**config.mk**
```make
export PLATFORM = sky130hd
export DESIGN_NAME = pes_supervisor
export DESIGN_NICKNAME = d
export VERILOG_FILES = /design/src/common/pes_pkg.sv /design/src/rtl/pes_supervisor.sv
export SDC_FILE = /design/constraint.sdc
export NUM_CORES = 1
export LEC_CHECK = 0
export BUFFER_PORTS_ARGS = -buffer_cell sky130_fd_sc_hd__buf_4
export CAP_MARGIN = 5
export CORE_MARGIN = 2
export CORE_UTILIZATION = 50
export DETAILED_ROUTE_END_ITERATION = 12
export PLACE_DENSITY = 0.78
export SETUP_SLACK_MARGIN = 0.2
export SYNTH_ARGS = -nofsm -noshare
export SYNTH_HDL_FRONTEND = slang
export SYNTH_SLANG_ARGS = --single-unit
```
**constraint.sdc**
```tcl
create_clock -name clock -period 5 [get_ports clock]
set_input_delay 0.5 -clock clock [delete_from_list [all_inputs] [get_ports clock]]
set_output_delay 0.5 -clock clock [all_outputs]
set_load 0.02 [all_outputs]
```
**src/common/pes_pkg.sv**
```systemverilog
// shared constants and types for the power enable and reset supervisor
package pes_pkg;
	// ***************************************************
	// register map (byte offsets)
	// ***************************************************
	localparam logic [4:0] OFF_STATUS    = 5'h00;
	localparam logic [4:0] OFF_DISCHARGE = 5'h04;
	localparam logic [4:0] OFF_LINEAR    = 5'h08;
	localparam logic [4:0] OFF_MASK      = 5'h0c;
	localparam logic [4:0] OFF_CORE      = 5'h10;
	localparam logic [31:0] UNMAPPED_RD  = 32'h0000_00ff;

	// ***************************************************
	// field positions and reset values
	// ***************************************************
	localparam int STAT_PFAIL   = 7;
	localparam int STAT_BATLOW  = 6;
	localparam int STAT_RAIL_LO = 1;
	localparam int LIN_DIS_A    = 0;
	localparam int LIN_DIS_B    = 1;
	localparam int LIN_LVL_A    = 4;
	localparam int LIN_LVL_B    = 8;
	localparam logic [2:0]  DISCHARGE_RST = 3'h0;
	localparam logic [10:0] LINEAR_RST    = 11'h000;
	localparam logic [4:0]  MASK_RST      = 5'h00;
	localparam logic [4:0]  CORE_DEF_LO   = 5'h0a;
	localparam logic [4:0]  CORE_DEF_HI   = 5'h14;

	// ***************************************************
	// timing
	// ***************************************************
	localparam int CLK_MHZ       = 100;
	localparam int HOLD_MS       = 100;
	localparam int DEBOUNCE_MS   = 30;
	localparam int HOLD_CYCLES   = HOLD_MS * 1000 * CLK_MHZ;
	localparam int DEBOUNCE_CYCLES = DEBOUNCE_MS * 1000 * CLK_MHZ;
	localparam int CNT_W         = 24;

	// ***************************************************
	// types
	// ***************************************************
	typedef struct packed {
		logic sys;
		logic mem;
		logic core;
		logic lin_b;
		logic lin_a;
	} pes_rail_t;
endpackage

```
**src/rtl/pes_supervisor.sv**
```systemverilog
// power enable, discharge, power-good, interrupt and system reset supervisor
// What this block does
// - each converter has its own enable pin; 0 disables, 1 enables it
// - per-converter discharge is off after reset, on while enabled bit and converter off
// - every rail reports power-good in status; any rail low raises the interrupt
// - disabled converter: comparator ignored, status bit reports good
// - disabled linear regulator: comparator ignored, status bit reports good
// - one pin enables both linear regulators; software may disable or set level
// - lockout or thermal trip forces all converters and regulators off
// - system reset low at power-up, while backup rail bad, and hold time after
// - reset hold time is configurable, default 100 ms
// - system reset is open-drain active low; warm reset also forces it low
// - warm reset input is debounced with a 30 ms filter
// - warm reset keeps configuration, only reloads core code from its default pin
// - core code returns to default on warm, backup bad, lockout, reset, both off
// - system converter off makes core code 1xxx0, middle bits kept
// - power-fail and battery-low flags follow their below-threshold detectors
// - interrupt combines rail indications; bits active at a status read are blocked
// - mask register suppresses rail interrupts; nothing masked after reset
module pes_supervisor #(
	parameter int HOLD_COUNT     = pes_pkg::HOLD_CYCLES,
	parameter int DEBOUNCE_COUNT = pes_pkg::DEBOUNCE_CYCLES
) (
	input  wire logic              clock,
	input  wire logic              rst,
	// avalon-mm slave
	input  wire logic [4:0]        avs_address,
	input  wire logic              avs_read,
	input  wire logic              avs_write,
	input  wire logic [31:0]       avs_writedata,
	output logic [31:0]            avs_readdata,
	output logic                   avs_waitrequest,
	// pins
	input  wire logic              sys_conv_enable_pin,
	input  wire logic              mem_conv_enable_pin,
	input  wire logic              core_conv_enable_pin,
	input  wire logic              linear_regs_enable_pin,
	input  wire logic              warm_reset_in,
	input  wire logic              core_default_select,
	input  wire logic              supply_undervoltage_lock,
	input  wire logic              thermal_trip,
	input  wire logic              backup_rail_good,
	input  wire logic              power_fail_sense,
	input  wire logic              battery_low_sense,
	input  wire pes_pkg::pes_rail_t rail_low_raw,
	// outputs
	output pes_pkg::pes_rail_t     rail_on,
	output logic [2:0]             discharge_on,
	output logic [2:0]             linear_level_a,
	output logic [2:0]             linear_level_b,
	output logic [4:0]             core_voltage_code,
	output logic                   power_fail_flag,
	output logic                   battery_low_flag,
	output logic                   system_reset_out_o,
	output logic                   system_reset_out_oe,
	output logic                   interrupt_out_o,
	output logic                   interrupt_out_oe
);
	// ***************************************************
	// input synchronisers
	// ***************************************************
	localparam int NIN = 16;
	logic [NIN-1:0] pins_raw;
	logic [NIN-1:0] s1_q;
	logic [NIN-1:0] s2_q;
	logic [NIN-1:0] s3_q;
	logic [NIN-1:0] pin_q;

	assign pins_raw = {sys_conv_enable_pin, mem_conv_enable_pin, core_conv_enable_pin,
		linear_regs_enable_pin, warm_reset_in, core_default_select, supply_undervoltage_lock,
		thermal_trip, backup_rail_good, power_fail_sense, battery_low_sense, rail_low_raw};

	always_ff @(posedge clock or posedge rst) begin
		if (rst) begin
			s1_q  <= '0;
			s2_q  <= '0;
			s3_q  <= '0;
			pin_q <= '0;
		end else begin
			s1_q  <= pins_raw;
			s2_q  <= s1_q;
			s3_q  <= s2_q;
			// a bit moves only when the second and third stages agree
			pin_q <= (s2_q & s3_q) | (pin_q & (s2_q | s3_q));
		end
	end

	wire logic en_sys    = pin_q[15];
	wire logic en_mem    = pin_q[14];
	wire logic en_core   = pin_q[13];
	wire logic en_lin    = pin_q[12];
	wire logic warm_raw  = pin_q[11];
	wire logic def_sel   = pin_q[10];
	wire logic uv_lock   = pin_q[9];
	wire logic hot       = pin_q[8];
	wire logic bkp_good  = pin_q[7];
	wire logic pf_low    = pin_q[6];
	wire logic bl_low    = pin_q[5];
	wire pes_pkg::pes_rail_t rail_low = pes_pkg::pes_rail_t'(pin_q[4:0]);

	// ***************************************************
	// registers
	// ***************************************************
	logic [2:0]  discharge_q;
	logic [10:0] linear_q;
	logic [4:0]  mask_q;
	logic [4:0]  core_q;
	logic [4:0]  core_d;
	logic [4:0]  blocked_q;
	logic        ack_q;
	logic [31:0] rdata_q;

	wire logic req      = avs_read | avs_write;
	wire logic wr_fire  = avs_write & ack_q;
	wire logic rd_fire  = avs_read & ack_q;
	wire logic hit_stat = avs_address == pes_pkg::OFF_STATUS;
	wire logic hit_dis  = avs_address == pes_pkg::OFF_DISCHARGE;
	wire logic hit_lin  = avs_address == pes_pkg::OFF_LINEAR;
	wire logic hit_mask = avs_address == pes_pkg::OFF_MASK;
	wire logic hit_core = avs_address == pes_pkg::OFF_CORE;

	// ***************************************************
	// rail control
	// ***************************************************
	wire logic lockout = uv_lock | hot;
	wire logic lin_a_on = en_lin & ~linear_q[pes_pkg::LIN_DIS_A] & ~lockout;
	wire logic lin_b_on = en_lin & ~linear_q[pes_pkg::LIN_DIS_B] & ~lockout;
	// faults override every enable, the software disable bits included
	wire pes_pkg::pes_rail_t on_now = '{
		sys:   en_sys & ~lockout,
		mem:   en_mem & ~lockout,
		core:  en_core & ~lockout,
		lin_b: lin_b_on,
		lin_a: lin_a_on
	};

	// disabled rails report good regardless of their comparator
	wire logic [4:0] rail_bad = rail_low & on_now;
	wire logic [7:0] status = {pf_low, bl_low, rail_bad, 1'b0};

	// ***************************************************
	// warm reset debounce
	// ***************************************************
	// a glitch shorter than the filter count never reaches the reset logic
	logic [pes_pkg::CNT_W-1:0] deb_cnt_q;
	logic                      warm_q;

	always_ff @(posedge clock or posedge rst) begin
		if (rst) begin
			deb_cnt_q <= '0;
			warm_q    <= 1'b0;
		end else if (warm_raw == warm_q) begin
			deb_cnt_q <= '0;
		end else if (deb_cnt_q >= pes_pkg::CNT_W'(DEBOUNCE_COUNT - 1)) begin
			warm_q    <= warm_raw;
			deb_cnt_q <= '0;
		end else begin
			deb_cnt_q <= deb_cnt_q + 1'b1;
		end
	end

	// ***************************************************
	// system reset hold
	// ***************************************************
	// a backup dip mid-count reloads the full hold time, never a partial one
	logic [pes_pkg::CNT_W-1:0] hold_cnt_q;
	logic                      sysrst_q;
	wire logic hold_busy = hold_cnt_q != '0;

	always_ff @(posedge clock or posedge rst) begin
		if (rst) begin
			hold_cnt_q <= pes_pkg::CNT_W'(HOLD_COUNT);
		end else if (!bkp_good) begin
			hold_cnt_q <= pes_pkg::CNT_W'(HOLD_COUNT);
		end else if (hold_busy) begin
			hold_cnt_q <= hold_cnt_q - 1'b1;
		end
	end

	always_ff @(posedge clock or posedge rst) begin
		if (rst) begin
			sysrst_q <= 1'b1;
		end else begin
			sysrst_q <= ~bkp_good | hold_busy | warm_q;
		end
	end

	// ***************************************************
	// core voltage code
	// ***************************************************
	wire logic [4:0] core_def = def_sel ? pes_pkg::CORE_DEF_HI : pes_pkg::CORE_DEF_LO;
	wire logic core_to_def = warm_q | ~bkp_good | uv_lock | sysrst_q | (~on_now.core & ~on_now.sys);

	// sys-off pattern lands on top of a same-cycle software write
	always_comb begin
		core_d = core_q;
		if (wr_fire && hit_core) begin
			core_d = avs_writedata[4:0];
		end
		if (core_to_def) begin
			core_d = core_def;
		end else if (!on_now.sys) begin
			core_d = {1'b1, core_d[3:1], 1'b0};
		end
	end

	// ***************************************************
	// software registers and interrupt blocking
	// ***************************************************
	// config registers only follow rst, so warm reset leaves them intact
	always_ff @(posedge clock or posedge rst) begin
		if (rst) begin
			discharge_q <= pes_pkg::DISCHARGE_RST;
			linear_q    <= pes_pkg::LINEAR_RST;
			mask_q      <= pes_pkg::MASK_RST;
			core_q      <= pes_pkg::CORE_DEF_LO;
		end else begin
			core_q <= core_d;
			if (wr_fire && hit_dis) begin
				discharge_q <= avs_writedata[2:0];
			end
			if (wr_fire && hit_lin) begin
				linear_q <= avs_writedata[10:0];
			end
			if (wr_fire && hit_mask) begin
				mask_q <= avs_writedata[4:0];
			end
		end
	end

	// a block drops as soon as its rail recovers, so a new fault interrupts again
	always_ff @(posedge clock or posedge rst) begin
		if (rst) begin
			blocked_q <= '0;
		end else begin
			blocked_q <= (blocked_q | ((rd_fire && hit_stat) ? rail_bad : 5'h00)) & rail_bad;
		end
	end

	// ***************************************************
	// avalon slave: one wait state per access
	// ***************************************************
	// the wait state lets readdata come straight from a flop, traded against throughput
	wire logic [31:0] rd_mux =
		hit_stat ? {24'h000000, status} :
		hit_dis  ? {29'h0, discharge_q} :
		hit_lin  ? {21'h0, linear_q} :
		hit_mask ? {27'h0, mask_q} :
		hit_core ? {27'h0, core_q} :
		pes_pkg::UNMAPPED_RD;

	always_ff @(posedge clock or posedge rst) begin
		if (rst) begin
			ack_q   <= 1'b0;
			rdata_q <= '0;
		end else begin
			ack_q <= req & ~ack_q;
			if (avs_read && !ack_q) begin
				rdata_q <= rd_mux;
			end
		end
	end

	assign avs_waitrequest = req & ~ack_q;
	assign avs_readdata    = rdata_q;

	// ***************************************************
	// outputs
	// ***************************************************
	logic              irq_q;
	pes_pkg::pes_rail_t on_q;
	logic [2:0]        dis_q;
	logic [1:0]        flags_q;

	always_ff @(posedge clock or posedge rst) begin
		if (rst) begin
			irq_q   <= 1'b0;
			on_q    <= '0;
			dis_q   <= '0;
			flags_q <= '0;
		end else begin
			irq_q   <= |(rail_bad & ~mask_q & ~blocked_q);
			on_q    <= on_now;
			dis_q   <= discharge_q & ~{on_now.sys, on_now.mem, on_now.core};
			flags_q <= {pf_low, bl_low};
		end
	end

	assign rail_on             = on_q;
	assign discharge_on        = dis_q;
	assign linear_level_a      = linear_q[pes_pkg::LIN_LVL_A +: 3];
	assign linear_level_b      = linear_q[pes_pkg::LIN_LVL_B +: 3];
	assign core_voltage_code   = core_q;
	assign power_fail_flag     = flags_q[1];
	assign battery_low_flag    = flags_q[0];
	// open-drain pins: data leg tied low, the enable pulls the line
	assign system_reset_out_o  = 1'b0;
	assign system_reset_out_oe = sysrst_q;
	assign interrupt_out_o     = 1'b0;
	assign interrupt_out_oe    = irq_q;
endmodule // pes_supervisor
```
### Word-level counts from Yosys, hierarchy flattened

Index checks and enable logic that the tools add are counted.

* logic and storage cells: 99
* register bits after elaboration: 187

* reductions and logical operators: 11
* bitwise operators: 40
* muxes and demuxes: 14
* order comparisons: 1
* $add $sub $neg: 2
* equal/unequal tests: 7

Operator list (number)
* $mux W24: 4
* $mux W11: 3
* $and A16 B16 Y16: 2
* $or A16 B16 Y16: 2
* $mux W5: 5
* $add A24 B1 Y24 const B: 1
* $ge A24 B22 Y1 const B: 1
* $reduce_bool A24 Y1: 1
* $sub A24 B1 Y24 const B: 1
* $and A5 B5 Y5: 4
* $mux W8: 2
* $and A1 B1 Y1: 11
* $eq A5 B4 Y1 const B: 2
* $not A5 Y5: 2
* $not A1 Y1: 8
* $or A1 B1 Y1: 8
* $logic_and A1 B1 Y1: 6
* $eq A5 B3 Y1 const B: 1
* $eq A5 B5 Y1 const B: 1
* $logic_not A5 Y1: 1
* $or A5 B5 Y5: 1
* $reduce_or A5 Y1: 1
* $and A3 B3 Y3: 1
* $ne A3 B1 Y1 const B: 1
* other kinds (5): 5

### Depth between registers and ports, before layout

Gate-level depths: netlist of the first run.

* depth in word-level cells: 7
* mapped depth: 9

### Least setup slack after synthesis of the first run

Ideal clock, no wire load.

* path type: flip-flop to flip-flop
* start: register hold_cnt_q[0] in the netlist's numbering
* end: register hold_cnt_q[5] in the netlist's numbering
* arrival time: 1960 ps
* clock period less this slack: 2082 ps
* setup time: 122 ps
* path buffers: 2
* setup slack: 2918 ps
* cell stages (with the launch flop): 10
* data required time: 4878 ps
* path through: dfrtp_1 inv_1 ha_1 nor4b_1 and3_1 buf_2 and3_1 buf_2 or4_1 mux2i_1

* cells in the longest elaborated chain, start to end: 3
* elaborated cells between the ends (all ways): 5
* those cells by class: 1 x add/sub; 1 x eq/ne; 2 x mux; 1 x reduce/logical

RTL lines
* from (decl): RTL line pes_supervisor.sv:166 `logic [pes_pkg::CNT_W-1:0] hold_cnt_q;`
* from (signal assigned): RTL line pes_supervisor.sv:172 `hold_cnt_q <= pes_pkg::CNT_W'(HOLD_COUNT);`
* from (signal assigned): RTL line pes_supervisor.sv:174 `hold_cnt_q <= pes_pkg::CNT_W'(HOLD_COUNT);`
* from (signal assigned): RTL line pes_supervisor.sv:176 `hold_cnt_q <= hold_cnt_q - 1'b1;`
* $sub A24 B1 Y24: RTL line pes_supervisor.sv:176
* $mux W24: RTL line pes_supervisor.sv:175 `end else if (hold_busy) begin`
* $mux W24: RTL line pes_supervisor.sv:173 `end else if (!bkp_good) begin`

Parallel ways exist; a longest one is shown, timed or not. The select of a mux whose other input is x is not followed.
A chain may end at the register's enable or synchronous reset.

### Final worst setup path of the first run

* start: input avs_address[1]
* end: register linear_q[10]

* cells in the longest elaborated chain, start to end: 2

RTL lines
* from (decl): RTL line pes_supervisor.sv:27 `input wire logic [4:0] avs_address,`
* $eq A5 B4 Y1: RTL line pes_supervisor.sv:118 `wire logic hit_lin = avs_address == pes_pkg::OFF_LINEAR;`
* $logic_and A1 B1 Y1: RTL line pes_supervisor.sv:222 `if (wr_fire && hit_lin) begin`
* to (signal assigned): RTL line pes_supervisor.sv:214 `linear_q <= pes_pkg::LINEAR_RST;`
* to (signal assigned): RTL line pes_supervisor.sv:223 `linear_q <= avs_writedata[10:0];`
* to (decl): RTL line pes_supervisor.sv:105 `logic [10:0] linear_q;`

Every way passes these cells.

==> metrics, run 1 <==
status finished clean; Hold WC Path Type in -> reg; final core occ 60.5%; Ant. Diodes 0; Synth area leaders dfrtp_1 (56%), dfstp_2 (4.2%), nor2_1 (3.4%); io pins 115; crit end category flop; Tcrit/Tclk final 47.4%; Worst path max stage delay 890 ps; maximum vdd drop 0.248 mV; htree depth 4; Die ar. 14,800 sq um; Post-synth EDFFs 0; pwr dens 403 nW/um^2; DP HPWL 8870 microns; Worst Path Required 5300 ps; Cell Area, Synth 6910 sq um; Fmax achieved 422 MHz; largest net degree at the start of global routing 167; Worst Max-Slew Pin Slew 1060 ps; clk_lat worst skew 410 ps; Tmin final 2370 ps; # setup viols final 0; nets 709; worst-path cell chain buf_4, nor2_1, nand3b_1, nor2_1, mux2_2; Slew headroom 29.1%; post-place setup slack 2230 ps; final WL 13,200 microns; Tot Pwr 3.25 mW; most frequent cell after synthesis dfrtp_1; Starting Density 51.8%; RSZ-0062 raised after global routing no; Synth Register Bits 166; Final WS setup 2630 ps; Fin Setup TNS 0 ps; share of the synthesized area in the top cell type 56.1%; Die Wd 122 microns; core area 13,300 sq um; leakage power 3.57 nW; CTS clock-pin slew for the worst setup and hold paths 60 ps; CTS tree built; DRT iter0 DRCs 489; total grt overflow 0; max cap viols 0; wire per inst 15.8 microns; WP buf/inv 1; Buffers on Ports 70; CP Class in -> reg; Hold-fix buffers, CTS 0; Main synth FF type dfrtp_1; Syn Area/Cell 11.8 sq um; Residual DRC 0; Crit-path slowest cell nor2_1; Synth area leader dfrtp_1; post-CTS setup buffer count 0; Post-Layout Inst Area 8080 sq um; Fin Clk Skew 5.48 ps; GPL Wtd Cong 0.881; CP dominant cell by count nor2_1; first-pass GRT wire length 21,900 microns; Slew Viols, Final 0; deepest clock path buffer count 2; synthesis warning total 0; post-cts resize count 0; dpl cell area 7450 sq um; clock buffer count from CTS 17; Global Route Usage Sum 19.1%; vias in the first global route 4,577; startpoint types input port; Synth cell types 64; final hold violations 0; DRT Pass-1 Iters 4; worst-path maximum fanout 11; Root Buffer clkbuf_16; number of cell rows 42; WP data arrival 2660 ps; Crit path max-delay family simple AND/OR/NAND/NOR gates; sequential share of the synthesized area 60.3%; CTS sink cnt 166; Syn Inst Count 585; total number of vias 4,518; Final ANT Viol Nets 0; Async SR Flop Fraction 100%; top cells by count, synth dfrtp_1 (155), nor2_1 (62), nand2_1 (41), buf_4 (29), xor2_1 (20); Area growth syn-to-layout 16.9%; initial antenna violation count 0; Vias/cell 5.39; layout cells sized above 1 21.9%; Die Height 122 microns
## sequential cells by signal (all words and copies together) (netlist names), 2 cells and up
signal             flops
discharge_q            3
s2_q                  16
linear_q              11
mask_q                 5
rail_on                5
core_voltage_code      5
flags_q                2
discharge_on           3
hold_cnt_q            24
deb_cnt_q             24
blocked_q              5
pin_q                 16
s1_q                  16
s3_q                  16
avs_readdata          11
## cell type report
cell class / count / area, sq um
fill: 1047 / 5270
sequential: 166 / 4170
multi-input combinational: 388 / 2500
timing repair buffer: 71 / 546
clock buffer: 20 / 447
tap: 176 / 220
clock inverter: 12 / 176
inverter: 5 / 22.5
## stage by stage
step | hold WS, ps | instances
floorplan | 331 | 609
global placement | 332 | 806
detailed placement | 336 | 806
CTS | 173 | 838
global route | 157 | 838
finish | 187 | 838
## worst reg2reg max path, cell delays in order (launching register included)
cell and delay (ps):
dfrtp_1 400, nor4_1 580, and3_1 570, and3_1 400, or4_1 170, mux2i_1 160
## report_power, final
group	switching, mW	internal (mW)	total [mW]
clock network	0.505	0.849	1.35
registers	0.0840	1.45	1.54
logic	0.203	0.158	0.361
total	0.792	2.46	3.25
## worst paths after layout
path / endpoint / from / cells after the start / slack [ps]
hold / removal: s1_q[4] / rail_low_raw[4] / 1 / 190
min in group asynchronous: s1_q[8] / rst / 3 / 340
hold reg to reg: s2_q[0] / s1_q[0] / 0 / 350
setup reg to reg: hold_cnt_q[5] / hold_cnt_q[18] / 5 / 2640
max in group asynchronous: linear_q[2] / rst / 3 / 4020
setup / recovery: linear_q[10] / avs_address[1] / 5 / 2630
## metal layers
metal  track usage [%]  vias up  part of all wire [%]
li1                  -     2115                     -
met1              24.4     2258                    43
met2              31.2      133                    50
met3              5.48       12                   5.1
met4              7.11        0                   1.4
met5                 0        -                     0
## logic make-up after synthesis
kind of cell,count (synthesis),synth area share (%)
xor+xnor,32,4.06
flops,166,60.3
buf+inv,55,4.83
mux,29,4.54
other cells,1,0.0543
fa+ha+maj,19,2.86
simple gates,217,16.8
compound gates,66,6.52
## placed cells by master (no fill, tap or decap), drive strengths merged, types with 6 or more instances in the layout
cell    count
dfrtp     155
nor4       13
conb       25
and3        8
nor2       62
buf        71
clkbuf     20
nand2b      9
maj3       16
mux2       19
nor2b       7
a21oi      13
mux2i      10
and2       11
o21ai      14
nand3      19
xnor2      12
a31oi       6
nand2      41
or3         8
nor3        9
nand4      10
dfstp      11
xor2       20
Note: power is estimated with default switching activity, not from simulation.
==> inputs of run 2 (changes only) <==
==> constraint.sdc (replaced) <==
create_clock -name clock -period 2.05 [get_ports clock]
set_input_delay 0.205 -clock clock [delete_from_list [all_inputs] [get_ports clock]]
set_output_delay 0.205 -clock clock [all_outputs]
set_load 0.02 [all_outputs]
==> metrics, run 2 (synthesized netlist as in run 1, its figures left out) <==
Starting Density 51.8% (unchanged); Root Buffer clkbuf_16 (unchanged); DRT Pass-1 Iters 4 (unchanged); Die Height 122 microns (unchanged); leakage power 3.91 nW (was 3.57 nW); WP data arrival 2380 ps (was 2660 ps); commonest non-fill, non-tap cell in the layout dfrtp_1 (unchanged); Min Hold Slack 15.4 ps (was 187 ps); worst-path maximum fanout 5 (was 11); Slew Viols, Final 0 (unchanged); clk_lat worst skew 420 ps (was 410 ps); deepest clock path buffer count 2 (unchanged); Die ar. 14,800 sq um (unchanged); initial antenna violation count 0 (unchanged); post-place setup slack 3.02 ps (was 2230 ps); most frequent cells in the layout dfrtp_1 (155), buf_4 (106), nor2_1 (60) (was dfrtp_1 (155), buf_4 (70), nor2_1 (62)); RSZ-0062 raised after global routing yes (was no); DRT iter0 DRCs 413 (was 489); Worst Max-Slew Pin Slew 680 ps (was 1060 ps); # setup viols final 4 (was 0); total number of vias 4,846 (was 4,518); vias in the first global route 4,911 (was 4,577); htree depth 4 (unchanged); Residual DRC 0 (unchanged); core area 13,300 sq um (unchanged); failing checks setup timing; pwr dens 910 nW/um^2 (was 403 nW/um^2); nets 773 (was 709); Tcrit/Tclk final 101%; clock buffer count from CTS 17 (unchanged); Tot Pwr 8.02 mW (was 3.25 mW); Final WS setup -23.5 ps (was 2630 ps); max cap viols 0 (unchanged); CTS clock-pin slew for the worst setup and hold paths 60 ps (about the same); GPL Wtd Cong 0.898 (was 0.881); dpl cells 841 (was 806); io pins 115 (unchanged); fin cells 901 (was 838); biggest regs deb_cnt_q: 24 flops, hold_cnt_q: 24 flops (unchanged); final WL 15,000 microns (was 13,200 microns); total grt overflow 0 (unchanged); maximum vdd drop 0.637 mV (was 0.248 mV); Slew headroom 54.3% (was 29.1%); Final ANT Viol Nets 0 (unchanged); CTS sink cnt 166 (unchanged); final hold violations 0 (unchanged); Vias/cell 5.38 (was 5.39); Hold WC Path Type in -> reg (unchanged); largest net degree at the start of global routing 39 (was 167); final core occ 66.1% (was 60.5%); Buffers on Ports 70 (unchanged); startpoint types flop (was input port); status finished with violations (was finished clean); number of cell rows 42 (unchanged); DP HPWL 9790 microns (was 8870 microns); Global Route Usage Sum 20.8% (was 19.1%); crit end category flop (unchanged); Fmax achieved 482 MHz; Area growth syn-to-layout 27.6% (was 16.9%); CTS tree built (unchanged); Ant. Diodes 0 (unchanged); Tmin final 2070 ps; Fin Clk Skew 8.12 ps (was 5.48 ps); CP Class reg -> reg (was in -> reg); wire per inst 16.7 microns (was 15.8 microns); Die Wd 122 microns (unchanged); layout cells sized above 1 30.3% (was 21.9%); first-pass GRT wire length 23,900 microns (was 21,900 microns); Worst Path Required 2360 ps (was 5300 ps)
## run 2: worst max-delay path, cell delays in order (launching register included)
cell and delay, ps:
dfrtp_1 390, or4_4 600, buf_4 170, buf_6 120, nor2_4 130, and3_4 240
buf_6 110, nor2_1 50, o21a_1 170
## run 2: stage by stage
step / TNS (ps) / cell area, sq um
3_5_place_dp: 0 / 7790
6_report: -78.3 / 8820
4_1_cts: -19.1 / 8660
5_1_grt: -339 / 8820
3_3_place_gp: 0 / 7790
2_1_floorplan: -40110 / 7070
## run 2: cell type report
type	instances	area (sq um)
fillers	975	4530
flip-flops and latches	166	4170
multi-input cells	389	2720
repair buffers	134	1110
clock buffers	19	453
well taps	176	220
clock inverters	12	130
inverters	5	22.5
## run 2: path summary, 6_finish.rpt
kind	from	to	slack [ps]	cells past startpoint
worst min-delay path	avs_writedata[7]	linear_q[7]	20	2
min in group asynchronous	rst	s1_q[8]	380	3
worst max-delay path	hold_cnt_q[3]	hold_cnt_q[0]	-20	8
max in group asynchronous	rst	s3_q[5]	840	4
worst min register to register	s1_q[13]	s2_q[13]	350	0
worst max register to register	hold_cnt_q[3]	hold_cnt_q[0]	-20	8
## run 2: timing repair
item,in CTS,in global routing
endpoints found under the hold margin,29,0
setup endpoints to repair,39,53
pin swaps,17,18
gates cloned,0,1
hold buffers,18,0
resized for setup,17,23
setup buffers,6,4
## run 2: layer usage
metal | share of wire, % | wire (microns) | GRT usage, % | up-vias
li1 | - | - | - | 2254
met1 | 41 | 6140 | 26.5 | 2417
met2 | 52 | 7760 | 35.0 | 150
met3 | 5.6 | 848 | 5.24 | 25
met4 | 1.8 | 272 | 7.33 | 0
met5 | 0 | 0 | 0 | -
## run 2: power breakdown
| group | total [mW] | internal (mW) | leakage (nW) | switching (mW) |
|---|---|---|---|---|
| registers | 3.74 | 3.54 | 2.06 | 0.200 |
| clock network | 3.10 | 1.85 | 0.285 | 1.26 |
| logic | 1.18 | 0.551 | 1.56 | 0.627 |
==> inputs of run 3 (changes only) <==
--- a/config.mk
+++ b/config.mk
@@ -10,7 +10,8 @@
 export CORE_MARGIN = 2
 export CORE_UTILIZATION = 50
 export DETAILED_ROUTE_END_ITERATION = 12
-export PLACE_DENSITY = 0.78
+export GPL_TIMING_DRIVEN = 0
+export PLACE_DENSITY = 0.75
 export SETUP_SLACK_MARGIN = 0.2
 export SYNTH_ARGS = -nofsm -noshare
 export SYNTH_HDL_FRONTEND = slang
==> constraint.sdc (replaced) <==
create_clock -name clock -period 2.6 [get_ports clock]
set_input_delay 0.26 -clock clock [delete_from_list [all_inputs] [get_ports clock]]
set_output_delay 0.26 -clock clock [all_outputs]
set_load 0.02 [all_outputs]
==> metrics, run 3 (synthesized netlist as in run 1, its figures left out) <==
status finished clean (was finished with violations); DRT Pass-1 Iters 7 (was 4); WP data arrival 2560 ps (was 2380 ps); leakage power 3.89 nW (was 3.91 nW); clock buffer count from CTS 17 (unchanged); initial antenna violation count 0 (unchanged); commonest non-fill, non-tap cell in the layout dfrtp_1 (unchanged); nets 779 (was 773); Hold WC Path Type in -> reg (unchanged); biggest regs deb_cnt_q: 24 flops, hold_cnt_q: 24 flops (unchanged); vias in the first global route 4,676 (was 4,911); Reg2Reg Depth 9 (was 8); RSZ-0062 raised after global routing no (was yes); wire per inst 15.0 microns (was 16.7 microns); dpl cell area 7830 sq um (was 7790 sq um); final WL 13,600 microns (was 15,000 microns); CP Class reg -> reg (unchanged); Global Route Usage Sum 19.8% (was 20.8%); CTS tree built (unchanged); CTS clock-pin slew for the worst setup and hold paths 60 ps (about the same); post-CTS setup buffer count 0 (was 6); Worst Max-Slew Pin Slew 878 ps (was 680 ps); # setup viols final 0 (was 4); Die Height 122 microns (unchanged); CTS sink cnt 166 (unchanged); crit end category flop (unchanged); Fin Setup TNS 0 ps (was -78.3 ps); GPL Wtd Cong 0.882 (was 0.898); Crit-path slowest cell or4_1 (was or4_4); Min Hold Slack 69.5 ps (was 15.4 ps); Slew headroom 40.9% (was 54.3%); clk_lat worst skew 420 ps (about the same); largest net degree at the start of global routing 41 (was 39); total grt overflow 0 (unchanged); Buffers on Ports 70 (unchanged); startpoint types flop (unchanged); Fmax achieved 444 MHz (was 482 MHz); io pins 115 (unchanged); number of cell rows 42 (unchanged); htree depth 4 (unchanged); Vias/cell 5.21 (was 5.38); Worst path max stage delay 500 ps (was 600 ps); worst-path maximum fanout 9 (was 5); Slew Viols, Final 0 (unchanged); Tot Pwr 6.50 mW (was 8.02 mW); Final ANT Viol Nets 0 (unchanged); Starting Density 51.8% (unchanged); Root Buffer clkbuf_16 (unchanged); maximum vdd drop 0.490 mV (was 0.637 mV); most frequent cells in the layout dfrtp_1 (155), buf_4 (99), nor2_1 (62) (was dfrtp_1 (155), buf_4 (106), nor2_1 (60)); Residual DRC 0 (unchanged); Tmin final 2250 ps (was 2070 ps); layout cells sized above 1 25.1% (was 30.3%); Die Wd 122 microns (unchanged); final hold violations 0 (unchanged); Area growth syn-to-layout 25.4% (was 27.6%); DRT iter0 DRCs 448 (was 413); Die ar. 14,800 sq um (unchanged); DP HPWL 9500 microns (was 9790 microns); deepest clock path buffer count 2 (unchanged); core area 13,300 sq um (unchanged); final core occ 64.9% (was 66.1%); Worst Path Required 2910 ps (was 2360 ps); worst-path cell chain inv_1, ha_1, nor4b_2, and3_1, buf_2, and3_1, buf_2, or4_1, mux2i_1 (was or4_4, buf_4, buf_6, nor2_4, and3_4, buf_6, nor2_1, o21a_1); Fin Clk Skew 8.07 ps (was 8.12 ps); first-pass GRT wire length 22,800 microns (was 23,900 microns); max cap viols 0 (unchanged); Post-Layout Inst Area 8660 sq um (was 8820 sq um); Tcrit/Tclk final 86.6% (was 101%); Hold Crit Depth 2 (unchanged); total number of vias 4,731 (was 4,846); Ant. Diodes 0 (unchanged); pwr dens 750 nW/um^2 (was 910 nW/um^2)
==> run 3: stage by stage <==
stage	std cells	worst slack (ps)
CTS	908	350
floorplan	609	236
detailed placement	859	194
global placement	855	-627
finish	908	347
global route	908	214
==> run 3: final cells by class <==
cell class / instances / area [sq um]
multi-input cells: 388 / 2510
inverters: 5 / 22.5
plain buffers: 50 / 315
well taps: 176 / 220
clock buffers: 19 / 433
flip-flops and latches: 166 / 4170
clock inverters: 13 / 218
repair buffers: 91 / 776
fillers: 1021 / 4680
==> run 3: path summary, 6_finish.rpt <==
path	startpoint	end	slack, ps
max	hold_cnt_q[0]	hold_cnt_q[5]	350
max in group asynchronous	rst	hold_cnt_q[15]	760
min in group asynchronous	rst	deb_cnt_q[5]	440
min	avs_writedata[9]	linear_q[9]	70
max reg2reg	hold_cnt_q[0]	hold_cnt_q[5]	350
min reg2reg	s1_q[9]	s2_q[9]	350
==> run 3: power breakdown <==
group	internal (mW)	total [mW]	switching [mW]
combinational	0.375	0.796	0.422
clock	1.72	2.76	1.04
sequential	2.79	2.94	0.150
==> run 3: critical path, delay by kind of cell (launching register included) <==
family,cells,cell delay (ps)
flops,1,360
simple gates,4,990
mux,1,140
fa+ha+maj,1,210
buf+inv,3,430
==> run 3: metal layers <==
metal	GRT usage [%]	share of wire [%]
met1	26.5	44
met5	0	0
met2	31.0	48
met4	8.84	2.2
met3	4.54	6.1
==> run 3: what timing repair did <==
item / 4_1_cts / 5_1_grt
gates resized for setup: 0 / 4
setup endpoints to repair: 0 / 13
endpoints found under the hold margin: 38 / 0
hold buffers: 17 / 0
